### config.mk
export PLATFORM = sky130hd
export DESIGN_NAME = ccc_top
export DESIGN_NICKNAME = d
export VERILOG_FILES = /design/src/rtl/ccc_pkg.sv /design/src/rtl/ccc_top.sv /design/src/rtl/ccc_tick.sv /design/src/rtl/ccc_pulse.sv
export SDC_FILE = /design/constraint.sdc
export NUM_CORES = 1
export LEC_CHECK = 0
export BUFFER_PORTS_ARGS = -buffer_cell sky130_fd_sc_hd__buf_2
export CORE_ASPECT_RATIO = 1.2
export CORE_MARGIN = 2
export CORE_UTILIZATION = 50
export CTS_CLUSTER_DIAMETER = 200
export CTS_CLUSTER_SIZE = 8
export DETAILED_ROUTE_END_ITERATION = 8
export PLACE_DENSITY = 0.7
export SETUP_SLACK_MARGIN = 0.1
export SYNTH_ARGS = -nofsm -noshare
export SYNTH_HDL_FRONTEND = slang
export SYNTH_SLANG_ARGS = --single-unit
### constraint.sdc
create_clock -name i_clk -period 24 [get_ports i_clk]
set_input_delay 4.8 -clock i_clk [delete_from_list [all_inputs] [get_ports i_clk]]
set_output_delay 4.8 -clock i_clk [all_outputs]
set_load 0.01 [all_outputs]
### src/rtl/ccc_pkg.sv
// constants and types shared by the charge cycle controller
package ccc_pkg;

  ////////////////////////////////////////////////////////////////////////////
  // timing
  localparam int CLK_NS = 4;
  localparam int TICK_NS = 1000000;
  localparam int TICK_CYCLES = TICK_NS / CLK_NS;
  localparam int INT_PULSE_US = 256;
  localparam int INT_PULSE_CYCLES = (INT_PULSE_US * 1000) / CLK_NS;
  localparam int BOOST_DLY_MS = 30;
  localparam int BLINK_HALF_MS = 500;
  localparam int MS_PER_HOUR = 3600000;
  localparam int MS_W = 22;
  localparam int UV_PER_MV = 1000;

  ////////////////////////////////////////////////////////////////////////////
  // reset values of charging parameters
  localparam logic [12:0] VREG_RST = 13'h1070;
  localparam logic [12:0] FAST_CHARGE_CURRENT_FIELD_RST = 13'h0800;
  localparam logic [12:0] IPRE_RST = 13'h0080;
  localparam logic [12:0] ITERM_RST = 13'h0100;
  localparam logic [12:0] SYSMIN_RST = 13'h0DAC;
  localparam logic [4:0] TIMER_HR_RST = 5'h0C;

  ////////////////////////////////////////////////////////////////////////////
  // thresholds and derating
  localparam logic [12:0] BAT_SHORT_MV = 13'h07D0;
  localparam logic [12:0] BAT_PRE_MV = 13'h0BB8;
  localparam logic [12:0] WARM_DROP_MV = 13'h00C8;
  localparam logic [12:0] RECHG_OFS_LO = 13'h0064;
  localparam logic [12:0] RECHG_OFS_HI = 13'h00C8;
  localparam logic [12:0] COOL_DIV_HALF = 13'h0002;
  localparam logic [12:0] COOL_DIV_FIFTH = 13'h0005;

  ////////////////////////////////////////////////////////////////////////////
  // codes
  localparam logic [2:0] SRC_BOOST = 3'h7;
  localparam logic [1:0] PHASE_OFF = 2'h0;
  localparam logic [1:0] PHASE_PRE = 2'h1;
  localparam logic [1:0] PHASE_FAST = 2'h2;
  localparam logic [1:0] PHASE_DONE = 2'h3;
  localparam logic [1:0] FAULT_NONE = 2'h0;
  localparam logic [1:0] FAULT_TIMER = 2'h3;
  localparam logic [2:0] TS_COLD = 3'h0;
  localparam logic [2:0] TS_COOL = 3'h1;
  localparam logic [2:0] TS_NORMAL = 3'h2;
  localparam logic [2:0] TS_WARM = 3'h3;
  localparam logic [2:0] TS_HOT = 3'h4;

  typedef enum logic [1:0] {CCS_IDLE, CCS_CHARGE, CCS_DONE} ccc_chg_state_t;

endpackage : ccc_pkg

### src/rtl/ccc_top.sv
// charge cycle, boost entry and status reporting control
`timescale 1ns/1ps
module ccc_top
  import ccc_pkg::*;
#(
  parameter int P_TICK_CYCLES = TICK_CYCLES,
  parameter int P_INT_CYCLES = INT_PULSE_CYCLES,
  parameter int P_MS_PER_HOUR = MS_PER_HOUR
) (
  input wire logic i_clk,                        // 250 MHz clock
  input wire logic i_rst_n,                      // sync reset, active low
  input wire logic i_host_power_out_enable,      // boost enable bit
  input wire logic i_otg_pin,                    // boost enable pin
  input wire logic i_rate_wr,                    // write strobe, rate bit
  input wire logic i_boost_switch_rate_sel,      // 1: 1.5 MHz
  input wire logic [2:0] i_boost_voltage_field,  // boost voltage
  input wire logic [2:0] i_boost_current_limit_field, // boost limit
  input wire logic i_bat_above_lowv,             // boost entry compare
  input wire logic i_vbus_below_sleep,           // no input source
  input wire logic i_boost_ts_ok,                // boost temp window
  input wire logic i_bat_above_boost_floor,      // boost floor compare
  input wire logic [2:0] i_detected_source_code, // source type found
  input wire logic i_param_wr,                   // parameter write strobe
  input wire logic [12:0] i_vreg_mv,             // charge voltage
  input wire logic [12:0] i_fast_charge_current_field, // fast mA
  input wire logic [12:0] i_precharge_ma,        // precharge mA
  input wire logic [12:0] i_term_ma,             // termination mA
  input wire logic [12:0] i_min_system_voltage_field, // min sys mV
  input wire logic [4:0] i_timer_hours,          // safety timer hours
  input wire logic i_charge_enable_bit,          // charge enable bit
  input wire logic i_charge_enable_pin_n,        // charge enable pin
  input wire logic i_battery_switch_off_bit,     // force switch off
  input wire logic i_recharge_threshold_sel,     // 1: 200 mV below
  input wire logic i_indicator_pin_disable,      // release indicator
  input wire logic i_term_enable,                // termination enable
  input wire logic [6:0] i_resistance_comp_field, // comp milliohm
  input wire logic [12:0] i_comp_voltage_ceiling, // comp ceiling mV
  input wire logic i_warm_voltage_sel,           // 0: drop in warm band
  input wire logic i_cool_current_sel,           // 1: 20 %, 0: 50 %
  input wire logic [2:0] i_thermistor_input,     // thermistor zone
  input wire logic i_converter_on,               // buck converter up
  input wire logic [12:0] i_bat_mv,              // battery voltage
  input wire logic [12:0] i_fast_charge_current_field_actual_ma,      // charge current
  input wire logic i_bat_below_min_sys,          // system held at min
  input wire logic i_sys_below_bat,              // supplement needed
  input wire logic i_iin_over_cap,               // input current limit
  input wire logic i_vin_below_floor,            // input voltage floor
  input wire logic i_thermal_reg,                // thermal regulation
  output logic o_boost_run,                      // boost converter on
  output logic o_boost_rate_1p5m,                // 1: 1.5 MHz rate
  output logic [2:0] o_boost_voltage,            // boost voltage in use
  output logic [2:0] o_boost_ilim,               // boost limit in use
  output logic [2:0] o_input_source_type_code,   // source code
  output logic [12:0] o_min_sys_mv,              // min system target
  output logic o_min_sys_regulation_flag,        // min sys regulation
  output logic o_voltage_limit_active_flag,      // input voltage limit
  output logic o_current_limit_active_flag,      // input current limit
  output logic [12:0] o_fast_charge_current_field_target_ma,          // charge current target
  output logic [12:0] o_vreg_target_mv,          // regulation target
  output logic [1:0] o_charge_phase_code,        // charge phase
  output logic [1:0] o_charge_fault_code,        // charge fault
  output logic o_battery_switch_on,              // battery switch
  output logic o_indicator_out,                  // open drain level
  output logic o_indicator_oe,                   // 1: pull pin low
  output logic o_int                             // host alert pulse
);

  //////////////////////////////////////////////////////////////////////////
  // helpers
  function automatic logic [12:0] ccc_comp_mv(input logic [12:0] ima,
      input logic [6:0] rc, input logic [12:0] ceil_mv);
    logic [19:0] uv;
    logic [19:0] mv;
    uv = ima * rc;
    mv = uv / 20'(UV_PER_MV);
    return (mv > {7'h00, ceil_mv}) ? ceil_mv : mv[12:0];
  endfunction : ccc_comp_mv

  function automatic logic [12:0] ccc_cool_ma(input logic [12:0] ima,
      input logic sel);
    return sel ? ima / COOL_DIV_FIFTH : ima / COOL_DIV_HALF;
  endfunction : ccc_cool_ma

  //////////////////////////////////////////////////////////////////////////
  // state
  typedef struct packed {
    ccc_chg_state_t chg;
    logic pre;
    logic half_ph;
    logic [MS_W-1:0] ms_cnt;
    logic [4:0] hr_cnt;
    logic tmr_ev;
    logic term_ev;
    logic en_q;
    logic [5:0] bst_cnt;
    logic [8:0] blink_cnt;
    logic blink;
    logic [12:0] vreg;
    logic [12:0] fast_charge_current_field;
    logic [12:0] ipre;
    logic [12:0] iterm;
    logic [12:0] sysmin;
    logic [4:0] tmr_hours;
    logic bst_run;
    logic rate_1p5;
    logic [2:0] bst_v;
    logic [2:0] bst_i;
    logic [2:0] src;
    logic sys_flag;
    logic vdpm;
    logic idpm;
    logic [12:0] i_tgt;
    logic [12:0] v_tgt;
    logic [1:0] phase;
    logic [1:0] fault;
    logic bsw_on;
    logic ind_oe;
  } ccc_top_st_t;

  ccc_top_st_t st;
  ccc_top_st_t next_st;
  logic tick;
  logic chg_en;
  logic ts_in;
  logic limiting;
  logic suspended;
  logic start_ok;
  logic term_ok;
  logic [12:0] rechg_mv;
  logic [12:0] base_v;

  ccc_tick #(.CYCLES(P_TICK_CYCLES)) u_tick (
    .i_clk(i_clk),
    .i_rst_n(i_rst_n),
    .o_tick(tick)
  );

  ccc_pulse #(.CYCLES(P_INT_CYCLES)) u_alert (
    .i_clk(i_clk),
    .i_rst_n(i_rst_n),
    .i_fire(st.term_ev | st.tmr_ev),
    .o_pulse(o_int)
  );

  //////////////////////////////////////////////////////////////////////////
  // charge conditions
  assign chg_en = i_charge_enable_bit & ~i_charge_enable_pin_n;
  assign ts_in = (i_thermistor_input != TS_COLD) &&
                 (i_thermistor_input != TS_HOT);
  assign limiting = i_iin_over_cap | i_vin_below_floor | i_thermal_reg;
  assign suspended = ~ts_in;
  assign start_ok = i_converter_on & chg_en & (st.fast_charge_current_field != '0) & ts_in &
                    (st.fault == FAULT_NONE) &
                    ~i_battery_switch_off_bit;
  assign rechg_mv = st.vreg - (i_recharge_threshold_sel ? RECHG_OFS_HI :
                               RECHG_OFS_LO);
  assign term_ok = (i_fast_charge_current_field_actual_ma < st.iterm) && (i_bat_mv > rechg_mv) &&
                   !limiting && i_term_enable;
  assign base_v = (i_thermistor_input == TS_WARM && !i_warm_voltage_sel) ?
                  st.vreg - WARM_DROP_MV : st.vreg;

  always_comb begin
    next_st = st;
    next_st.term_ev = 1'b0;
    next_st.tmr_ev = 1'b0;
    next_st.en_q = chg_en;
    if (i_param_wr) begin
      next_st.vreg = i_vreg_mv;
      next_st.fast_charge_current_field = i_fast_charge_current_field;
      next_st.ipre = i_precharge_ma;
      next_st.iterm = i_term_ma;
      next_st.sysmin = i_min_system_voltage_field;
      next_st.tmr_hours = i_timer_hours;
    end
    // boost entry delay and rate
    if (!(i_host_power_out_enable & i_otg_pin)) begin
      next_st.bst_cnt = '0;
    end else if (tick && st.bst_cnt != 6'(BOOST_DLY_MS)) begin
      next_st.bst_cnt = st.bst_cnt + 6'h01;
    end
    next_st.bst_run = i_host_power_out_enable & i_otg_pin &
                      (st.bst_cnt == 6'(BOOST_DLY_MS)) &
                      i_bat_above_lowv & i_vbus_below_sleep &
                      i_boost_ts_ok & i_bat_above_boost_floor;
    if (i_rate_wr && !i_host_power_out_enable) begin
      next_st.rate_1p5 = i_boost_switch_rate_sel;
    end
    next_st.bst_v = i_boost_voltage_field;
    next_st.bst_i = i_boost_current_limit_field;
    next_st.src = next_st.bst_run ? SRC_BOOST :
                  i_detected_source_code;
    next_st.sys_flag = i_bat_below_min_sys;
    next_st.vdpm = i_vin_below_floor;
    next_st.idpm = i_iin_over_cap;
    // indicator blink base
    if (tick) begin
      if (st.blink_cnt == 9'(BLINK_HALF_MS - 1)) begin
        next_st.blink_cnt = '0;
        next_st.blink = ~st.blink;
      end else begin
        next_st.blink_cnt = st.blink_cnt + 9'h001;
      end
    end
    if (!chg_en) begin
      next_st.fault = FAULT_NONE;
    end
    // charge cycle
    case (st.chg)
      CCS_IDLE: begin
        if (start_ok && !(i_charge_enable_bit && i_charge_enable_pin_n)) begin
          next_st.chg = CCS_CHARGE;
          next_st.pre = i_bat_mv < BAT_PRE_MV;
          next_st.ms_cnt = '0;
          next_st.hr_cnt = '0;
          next_st.half_ph = 1'b0;
        end
      end
      CCS_CHARGE: begin
        if (!chg_en || i_battery_switch_off_bit) begin
          next_st.chg = CCS_IDLE;
        end else if (!suspended && term_ok) begin
          next_st.chg = CCS_DONE;
          next_st.term_ev = 1'b1;
        end else if (!suspended) begin
          if (i_bat_mv >= BAT_PRE_MV) begin
            next_st.pre = 1'b0;
          end
          if (tick) begin
            next_st.half_ph = ~st.half_ph;
          end
          if (tick && (!limiting || st.half_ph)) begin
            if (st.ms_cnt == MS_W'(P_MS_PER_HOUR - 1)) begin
              next_st.ms_cnt = '0;
              next_st.hr_cnt = st.hr_cnt + 5'h01;
              if (st.tmr_hours != '0 &&
                  st.hr_cnt + 5'h01 == st.tmr_hours) begin
                next_st.chg = CCS_IDLE;
                next_st.fault = FAULT_TIMER;
                next_st.tmr_ev = 1'b1;
              end
            end else begin
              next_st.ms_cnt = st.ms_cnt + MS_W'(1);
            end
          end
        end
      end
      CCS_DONE: begin
        if (!chg_en) begin
          next_st.chg = CCS_IDLE;
        end else if (i_bat_mv < rechg_mv && start_ok) begin
          next_st.chg = CCS_CHARGE;
          next_st.pre = i_bat_mv < BAT_PRE_MV;
          next_st.ms_cnt = '0;
          next_st.hr_cnt = '0;
        end
      end
      default: next_st.chg = CCS_IDLE;
    endcase
    // reporting and targets
    case (next_st.chg)
      CCS_CHARGE: next_st.phase = next_st.pre ? PHASE_PRE : PHASE_FAST;
      CCS_DONE: next_st.phase = PHASE_DONE;
      default: next_st.phase = PHASE_OFF;
    endcase
    if (next_st.chg != CCS_CHARGE || suspended) begin
      next_st.i_tgt = '0;
    end else if (i_bat_mv < BAT_SHORT_MV) begin
      next_st.i_tgt = '0; // short current from analog side
    end else if (next_st.pre) begin
      next_st.i_tgt = st.ipre;
    end else if (i_thermistor_input == TS_COOL) begin
      next_st.i_tgt = ccc_cool_ma(st.fast_charge_current_field, i_cool_current_sel);
    end else begin
      next_st.i_tgt = st.fast_charge_current_field;
    end
    next_st.v_tgt = base_v + ccc_comp_mv(i_fast_charge_current_field_actual_ma,
        i_resistance_comp_field, i_comp_voltage_ceiling);
    next_st.bsw_on = !i_battery_switch_off_bit &&
                     (next_st.chg != CCS_DONE || i_sys_below_bat);
    if (i_indicator_pin_disable) begin
      next_st.ind_oe = 1'b0;
    end else if (next_st.fault != FAULT_NONE ||
                 (next_st.chg == CCS_CHARGE && suspended)) begin
      next_st.ind_oe = next_st.blink;
    end else begin
      next_st.ind_oe = next_st.chg == CCS_CHARGE;
    end
  end

  always_ff @(posedge i_clk) begin
    if (!i_rst_n) begin
      st <= '0;
      st.vreg <= VREG_RST;
      st.fast_charge_current_field <= FAST_CHARGE_CURRENT_FIELD_RST;
      st.ipre <= IPRE_RST;
      st.iterm <= ITERM_RST;
      st.sysmin <= SYSMIN_RST;
      st.tmr_hours <= TIMER_HR_RST;
      st.bsw_on <= 1'b1;
    end else begin
      st <= next_st;
    end
  end

  //////////////////////////////////////////////////////////////////////////
  // outputs
  assign o_boost_run = st.bst_run;
  assign o_boost_rate_1p5m = st.rate_1p5;
  assign o_boost_voltage = st.bst_v;
  assign o_boost_ilim = st.bst_i;
  assign o_input_source_type_code = st.src;
  assign o_min_sys_mv = st.sysmin;
  assign o_min_sys_regulation_flag = st.sys_flag;
  assign o_voltage_limit_active_flag = st.vdpm;
  assign o_current_limit_active_flag = st.idpm;
  assign o_fast_charge_current_field_target_ma = st.i_tgt;
  assign o_vreg_target_mv = st.v_tgt;
  assign o_charge_phase_code = st.phase;
  assign o_charge_fault_code = st.fault;
  assign o_battery_switch_on = st.bsw_on;
  assign o_indicator_out = 1'b0;
  assign o_indicator_oe = st.ind_oe;

  //////////////////////////////////////////////////////////////////////////
  // checks
  boost_delay_a: assert property (@(posedge i_clk) disable iff (!i_rst_n)
    $rose(o_boost_run) |-> $past(st.bst_cnt) == 6'(BOOST_DLY_MS))
    else $error("boost started before entry delay");
  rate_hold_a: assert property (@(posedge i_clk) disable iff (!i_rst_n)
    i_host_power_out_enable |=> $stable(o_boost_rate_1p5m))
    else $error("boost rate changed while output enabled");
  boost_code_a: assert property (@(posedge i_clk) disable iff (!i_rst_n)
    o_boost_run |-> o_input_source_type_code == SRC_BOOST)
    else $error("source code not boost while boosting");
  boost_floor_a: assert property (@(posedge i_clk) disable iff (!i_rst_n)
    !i_bat_above_boost_floor |=> !o_boost_run)
    else $error("boost ran below battery floor");
  start_gate_a: assert property (@(posedge i_clk) disable iff (!i_rst_n)
    (st.chg == CCS_IDLE ##1 st.chg == CCS_CHARGE) |-> $past(start_ok))
    else $error("charge cycle started without conditions");
  term_alert_a: assert property (@(posedge i_clk) disable iff (!i_rst_n)
    (st.chg == CCS_CHARGE ##1 st.chg == CCS_DONE) |->
    o_charge_phase_code == PHASE_DONE ##2 o_int)
    else $error("termination not reported");
  term_block_a: assert property (@(posedge i_clk) disable iff (!i_rst_n)
    (st.chg == CCS_CHARGE && (!i_term_enable || limiting)) |=>
    st.chg != CCS_DONE)
    else $error("terminated while termination blocked");
  timer_fault_a: assert property (@(posedge i_clk) disable iff (!i_rst_n)
    st.tmr_ev |-> o_charge_fault_code == FAULT_TIMER ##2 o_int)
    else $error("timer expiry not reported");

endmodule : ccc_top

### src/rtl/ccc_tick.sv
// free running divider giving a one-cycle enable per period
`timescale 1ns/1ps
module ccc_tick
  import ccc_pkg::*;
#(
  parameter int CYCLES = TICK_CYCLES
) (
  input wire logic i_clk,   // system clock
  input wire logic i_rst_n, // sync reset, active low
  output logic o_tick       // one-cycle enable
);
  typedef struct packed {
    logic [31:0] cnt;
    logic tick;
  } ccc_tick_st_t;

  ccc_tick_st_t st;
  ccc_tick_st_t next_st;

  always_comb begin
    next_st = st;
    next_st.tick = 1'b0;
    if (st.cnt == 32'(CYCLES - 1)) begin
      next_st.cnt = '0;
      next_st.tick = 1'b1;
    end else begin
      next_st.cnt = st.cnt + 32'h00000001;
    end
  end

  always_ff @(posedge i_clk) begin
    if (!i_rst_n) begin
      st <= '0;
    end else begin
      st <= next_st;
    end
  end

  assign o_tick = st.tick;
endmodule : ccc_tick

### src/rtl/ccc_pulse.sv
// fixed width one-shot for the host alert line
`timescale 1ns/1ps
module ccc_pulse
  import ccc_pkg::*;
#(
  parameter int CYCLES = INT_PULSE_CYCLES
) (
  input wire logic i_clk,   // system clock
  input wire logic i_rst_n, // sync reset, active low
  input wire logic i_fire,  // event pulse
  output logic o_pulse      // alert level, CYCLES long
);
  typedef struct packed {
    logic [31:0] cnt;
    logic busy;
  } ccc_pulse_st_t;

  ccc_pulse_st_t st;
  ccc_pulse_st_t next_st;

  // events during a running pulse merge into it
  always_comb begin
    next_st = st;
    if (!st.busy) begin
      if (i_fire) begin
        next_st.busy = 1'b1;
        next_st.cnt = '0;
      end
    end else if (st.cnt == 32'(CYCLES - 1)) begin
      next_st.busy = 1'b0;
    end else begin
      next_st.cnt = st.cnt + 32'h00000001;
    end
  end

  always_ff @(posedge i_clk) begin
    if (!i_rst_n) begin
      st <= '0;
    end else begin
      st <= next_st;
    end
  end

  assign o_pulse = st.busy;
endmodule : ccc_pulse

==> run summary <==
- **layout net count** 2,698
- **CTS sink cnt** 231
- **most common library cells after synthesis** dfxtp_1, nor2_1, nand2_1
- **CP Data Required Time** 24.41 ns
- **First DRT Iteration DRCs** 715
- **total clock buffers created by CTS** 34
- **DRT antenna net count** 0
- **class of the most critical hold timing path** reg -> reg
- **cells after synthesis** 2,269
- **launching instance or port of the critical path** i_resistance_comp_field[6]
- **Synth cell types** 108
- **Max-Cap Viols** 0
- **area leader, netlist** dfxtp_1
- **Port Buffers** 212
- **highest achievable clock rate** 51.7 MHz
- **end of the worst register-to-register path** o_fast_charge_current_field_target_ma[0]
- **post-synth design cell area** 18,500 µm²
- **slew margin rel.** 0.219
- **clock skew after layout** 0.0222 ns
- **Crit Reg-Reg Startpoint** st[101]
- **Resized cells post-CTS** 0
- **Syn. warnings** 0
- **worst reg-to-reg setup slack** 17.38 ns
- **total die area** 38,600 µm²
- **fraction of layout cells with a size suffix above 1** 0.137
- **dominant cell by count in the synthesized netlist** dfxtp_1
- **HPWL after DPL** 36,600 µm
- **IO Pins** 214
- **depth of the worst register-to-register path** 26
- **# hold bufs at CTS** 0
- **Cell Rows** 77
- **final number of max-transition violations** 0
- **ratio of final minimum period to clock period** 0.806
- **Setup CP Type** in -> reg
- **hold path start** u_tick.st[1]
- **share of synthesized registers carrying an async set or reset** 0
- **top cells by area, synth** dfxtp_1, ha_1, fa_1
- **Primary FF master, synth** dfxtp_1
- **vias per cell** 5.77
- **total of endpoints with negative setup slack in the final report** 0
- **portion of the post-synthesis area used by sequential elements** 0.250
- **pin count of the biggest net entering global routing** 97
- **setup bufs post-CTS** 0
- **detailed-route wire length per cell** 16.7 µm
- **initial core utilization** 0.505
- **minimum clock period** 19.33 ns
- **router iterations before antenna repair** 6
- **core region area** 36,700 µm²
- **insertion delay to the later sink of the worst-skew pair** 0.52 ns
- **global-route usage over all layers** 0.245
- **wire length of the first global-routing pass** 79,400 µm
- **Root Driver** clkbuf_16
- **clock-pin slew on the worst setup and hold paths** 0.05 ns
- **gp weighted congestion** 0.924
- **CP max stage cell** mux2i_1
- **Critical path destination** o_vreg_target_mv[12]
- **number of antenna violations at the first check in global routing** 3
- **Setup TNS Final** 0 ns
- **overall die height** 215 µm
- **Detailed Route WL** 47,800 µm
- **H-tree Lvls** 2
- **vias post-DR** 16.5k
- **RSZ-0062 raised after global routing** no
- **result of the run** finished clean
- **clock tree from TritonCTS** done
- **count of final hold-check violations** 0
- **number of synthesized flops with an enable pin** 0
- **Least-Margin Pin Slew** 1.17 ns
- **Synth top area share** 0.250
- **type of destination of the critical path** flop
- **die width** 180 µm
- **kind of start point of the critical path** primary input
- **vias in the first global route** 16.3k
- **Overflow after GRT** 0
- **crit path DAT** 19.74 ns
- **Post-Synthesis Mean Instance Area** 8.16 µm²
- **biggest cell delay along the critical path** 0.62 ns
- **most used cell, CP** a21oi_1
- **Layout area overhead** 10.2%
- **Crit Path Max Fanout** 20
- **register bit total from synthesis** 231
- **maximum buffer depth of the clock tree** 3
- **DRC errors left** 0
- **Fin Hold WS** 0.460 ns
-- worst min path at each step --
stage,endpoint,slack [ns],cells past startpoint
global route,o_fast_charge_current_field_target_ma[5],0.50,2
global placement,o_fast_charge_current_field_target_ma[12],0.45,2
floorplan,u_tick.st[1],0.43,1
detailed placement,u_tick.st[1],0.45,1
finish,u_tick.st[1],0.46,1
CTS,u_tick.st[1],0.47,1
-- worst max-delay path: cells and delay by family --
| kind | cells | cell delay [ns] |
|---|---|---|
| xor gates and xnor gates | 1 | 0.12 |
| AOI/OAI and AO/OA | 33 | 7.24 |
| and+or+nand+nor | 15 | 1.90 |
| buffers and inverters | 6 | 0.71 |
| muxes | 5 | 1.75 |
| adders and majority gates | 8 | 3.17 |
-- sequential cells by signal (all words and copies together) (netlist names), 2 cells and up --
signal	cells
o_boost_voltage	3
st	106
o_boost_ilim	3
o_min_sys_mv	13
o_vreg_target_mv	13
o_charge_fault_code	2
o_fast_charge_current_field_target_ma	13
u_tick.st	32
o_charge_phase_code	2
o_input_source_type_code	3
u_alert.st	32
-- through the flow --
stage | setup slack, ns | std cells | util | area (µm²)
after detailed placement | 4.31 | 2821 | 0.532 | 19500
after global routing | 3.49 | 2860 | 0.556 | 20400
after global placement | 4.46 | 2821 | 0.532 | 19500
final | 4.67 | 2860 | 0.556 | 20400
after floorplan | 5.86 | 2270 | - | 18500
after CTS | 4.82 | 2859 | 0.556 | 20400
-- layout make-up --
type	count	area, µm²
Fill cell	3441	16300
Multi-Input combinational cell	1781	12700
Sequential cell	231	4620
Timing Repair Buffer	223	1150
Clock buffer	35	855
Tap cell	474	593
Inverter	112	420
Clock inverter	3	33.8
Antenna cell	1	2.50
-- kinds of logic after synthesis --
group,share of synthesized area
AND/OR/NAND/NOR,0.257
multiplexers,0.0533
buffers and inverters,0.0642
XOR/XNOR,0.0698
flip-flops,0.250
adder cells (fa/ha/maj),0.134
AO/OA/AOI/OAI,0.172
other,0.000202
-- cells in the final DEF (no fill, tap or decap), types with 9 or more instances in the layout --
cell type,Yosys,layout
fa_1,56,56
buf_4,54,13
a21oi_1,119,119
nor3_1,41,41
inv_1,111,111
nor2b_1,90,90
mux2i_1,89,89
nand4_1,44,44
ha_1,106,106
o211ai_1,23,23
nand2_1,176,176
nor4_1,22,21
nor2_1,205,205
o21a_1,12,12
a21o_1,20,20
nand2b_1,36,36
nand3_1,76,76
a211oi_1,28,28
xor2_1,75,75
o21ai_0,98,98
buf_2,14,210
a31oi_1,15,15
and3_1,25,25
o211a_1,9,9
xnor2_1,67,67
a21boi_0,11,11
nor3b_1,17,17
or3_1,26,26
o21bai_1,12,12
clkbuf_16,0,34
and2_1,97,97
dfxtp_1,231,231
-- layer usage --
layer  global-route usage  routed length, µm  vias up
li1                     -                  -     8149
met1                0.284              19600     7828
met2                0.445              24300      421
met3               0.0361               2100      110
met4                0.104               1840        2
met5                    0                 13        -
Power is left out: the tool's default activity adds up to more than one toggle a clock period on the data nets, which glitch-free logic cannot reach.
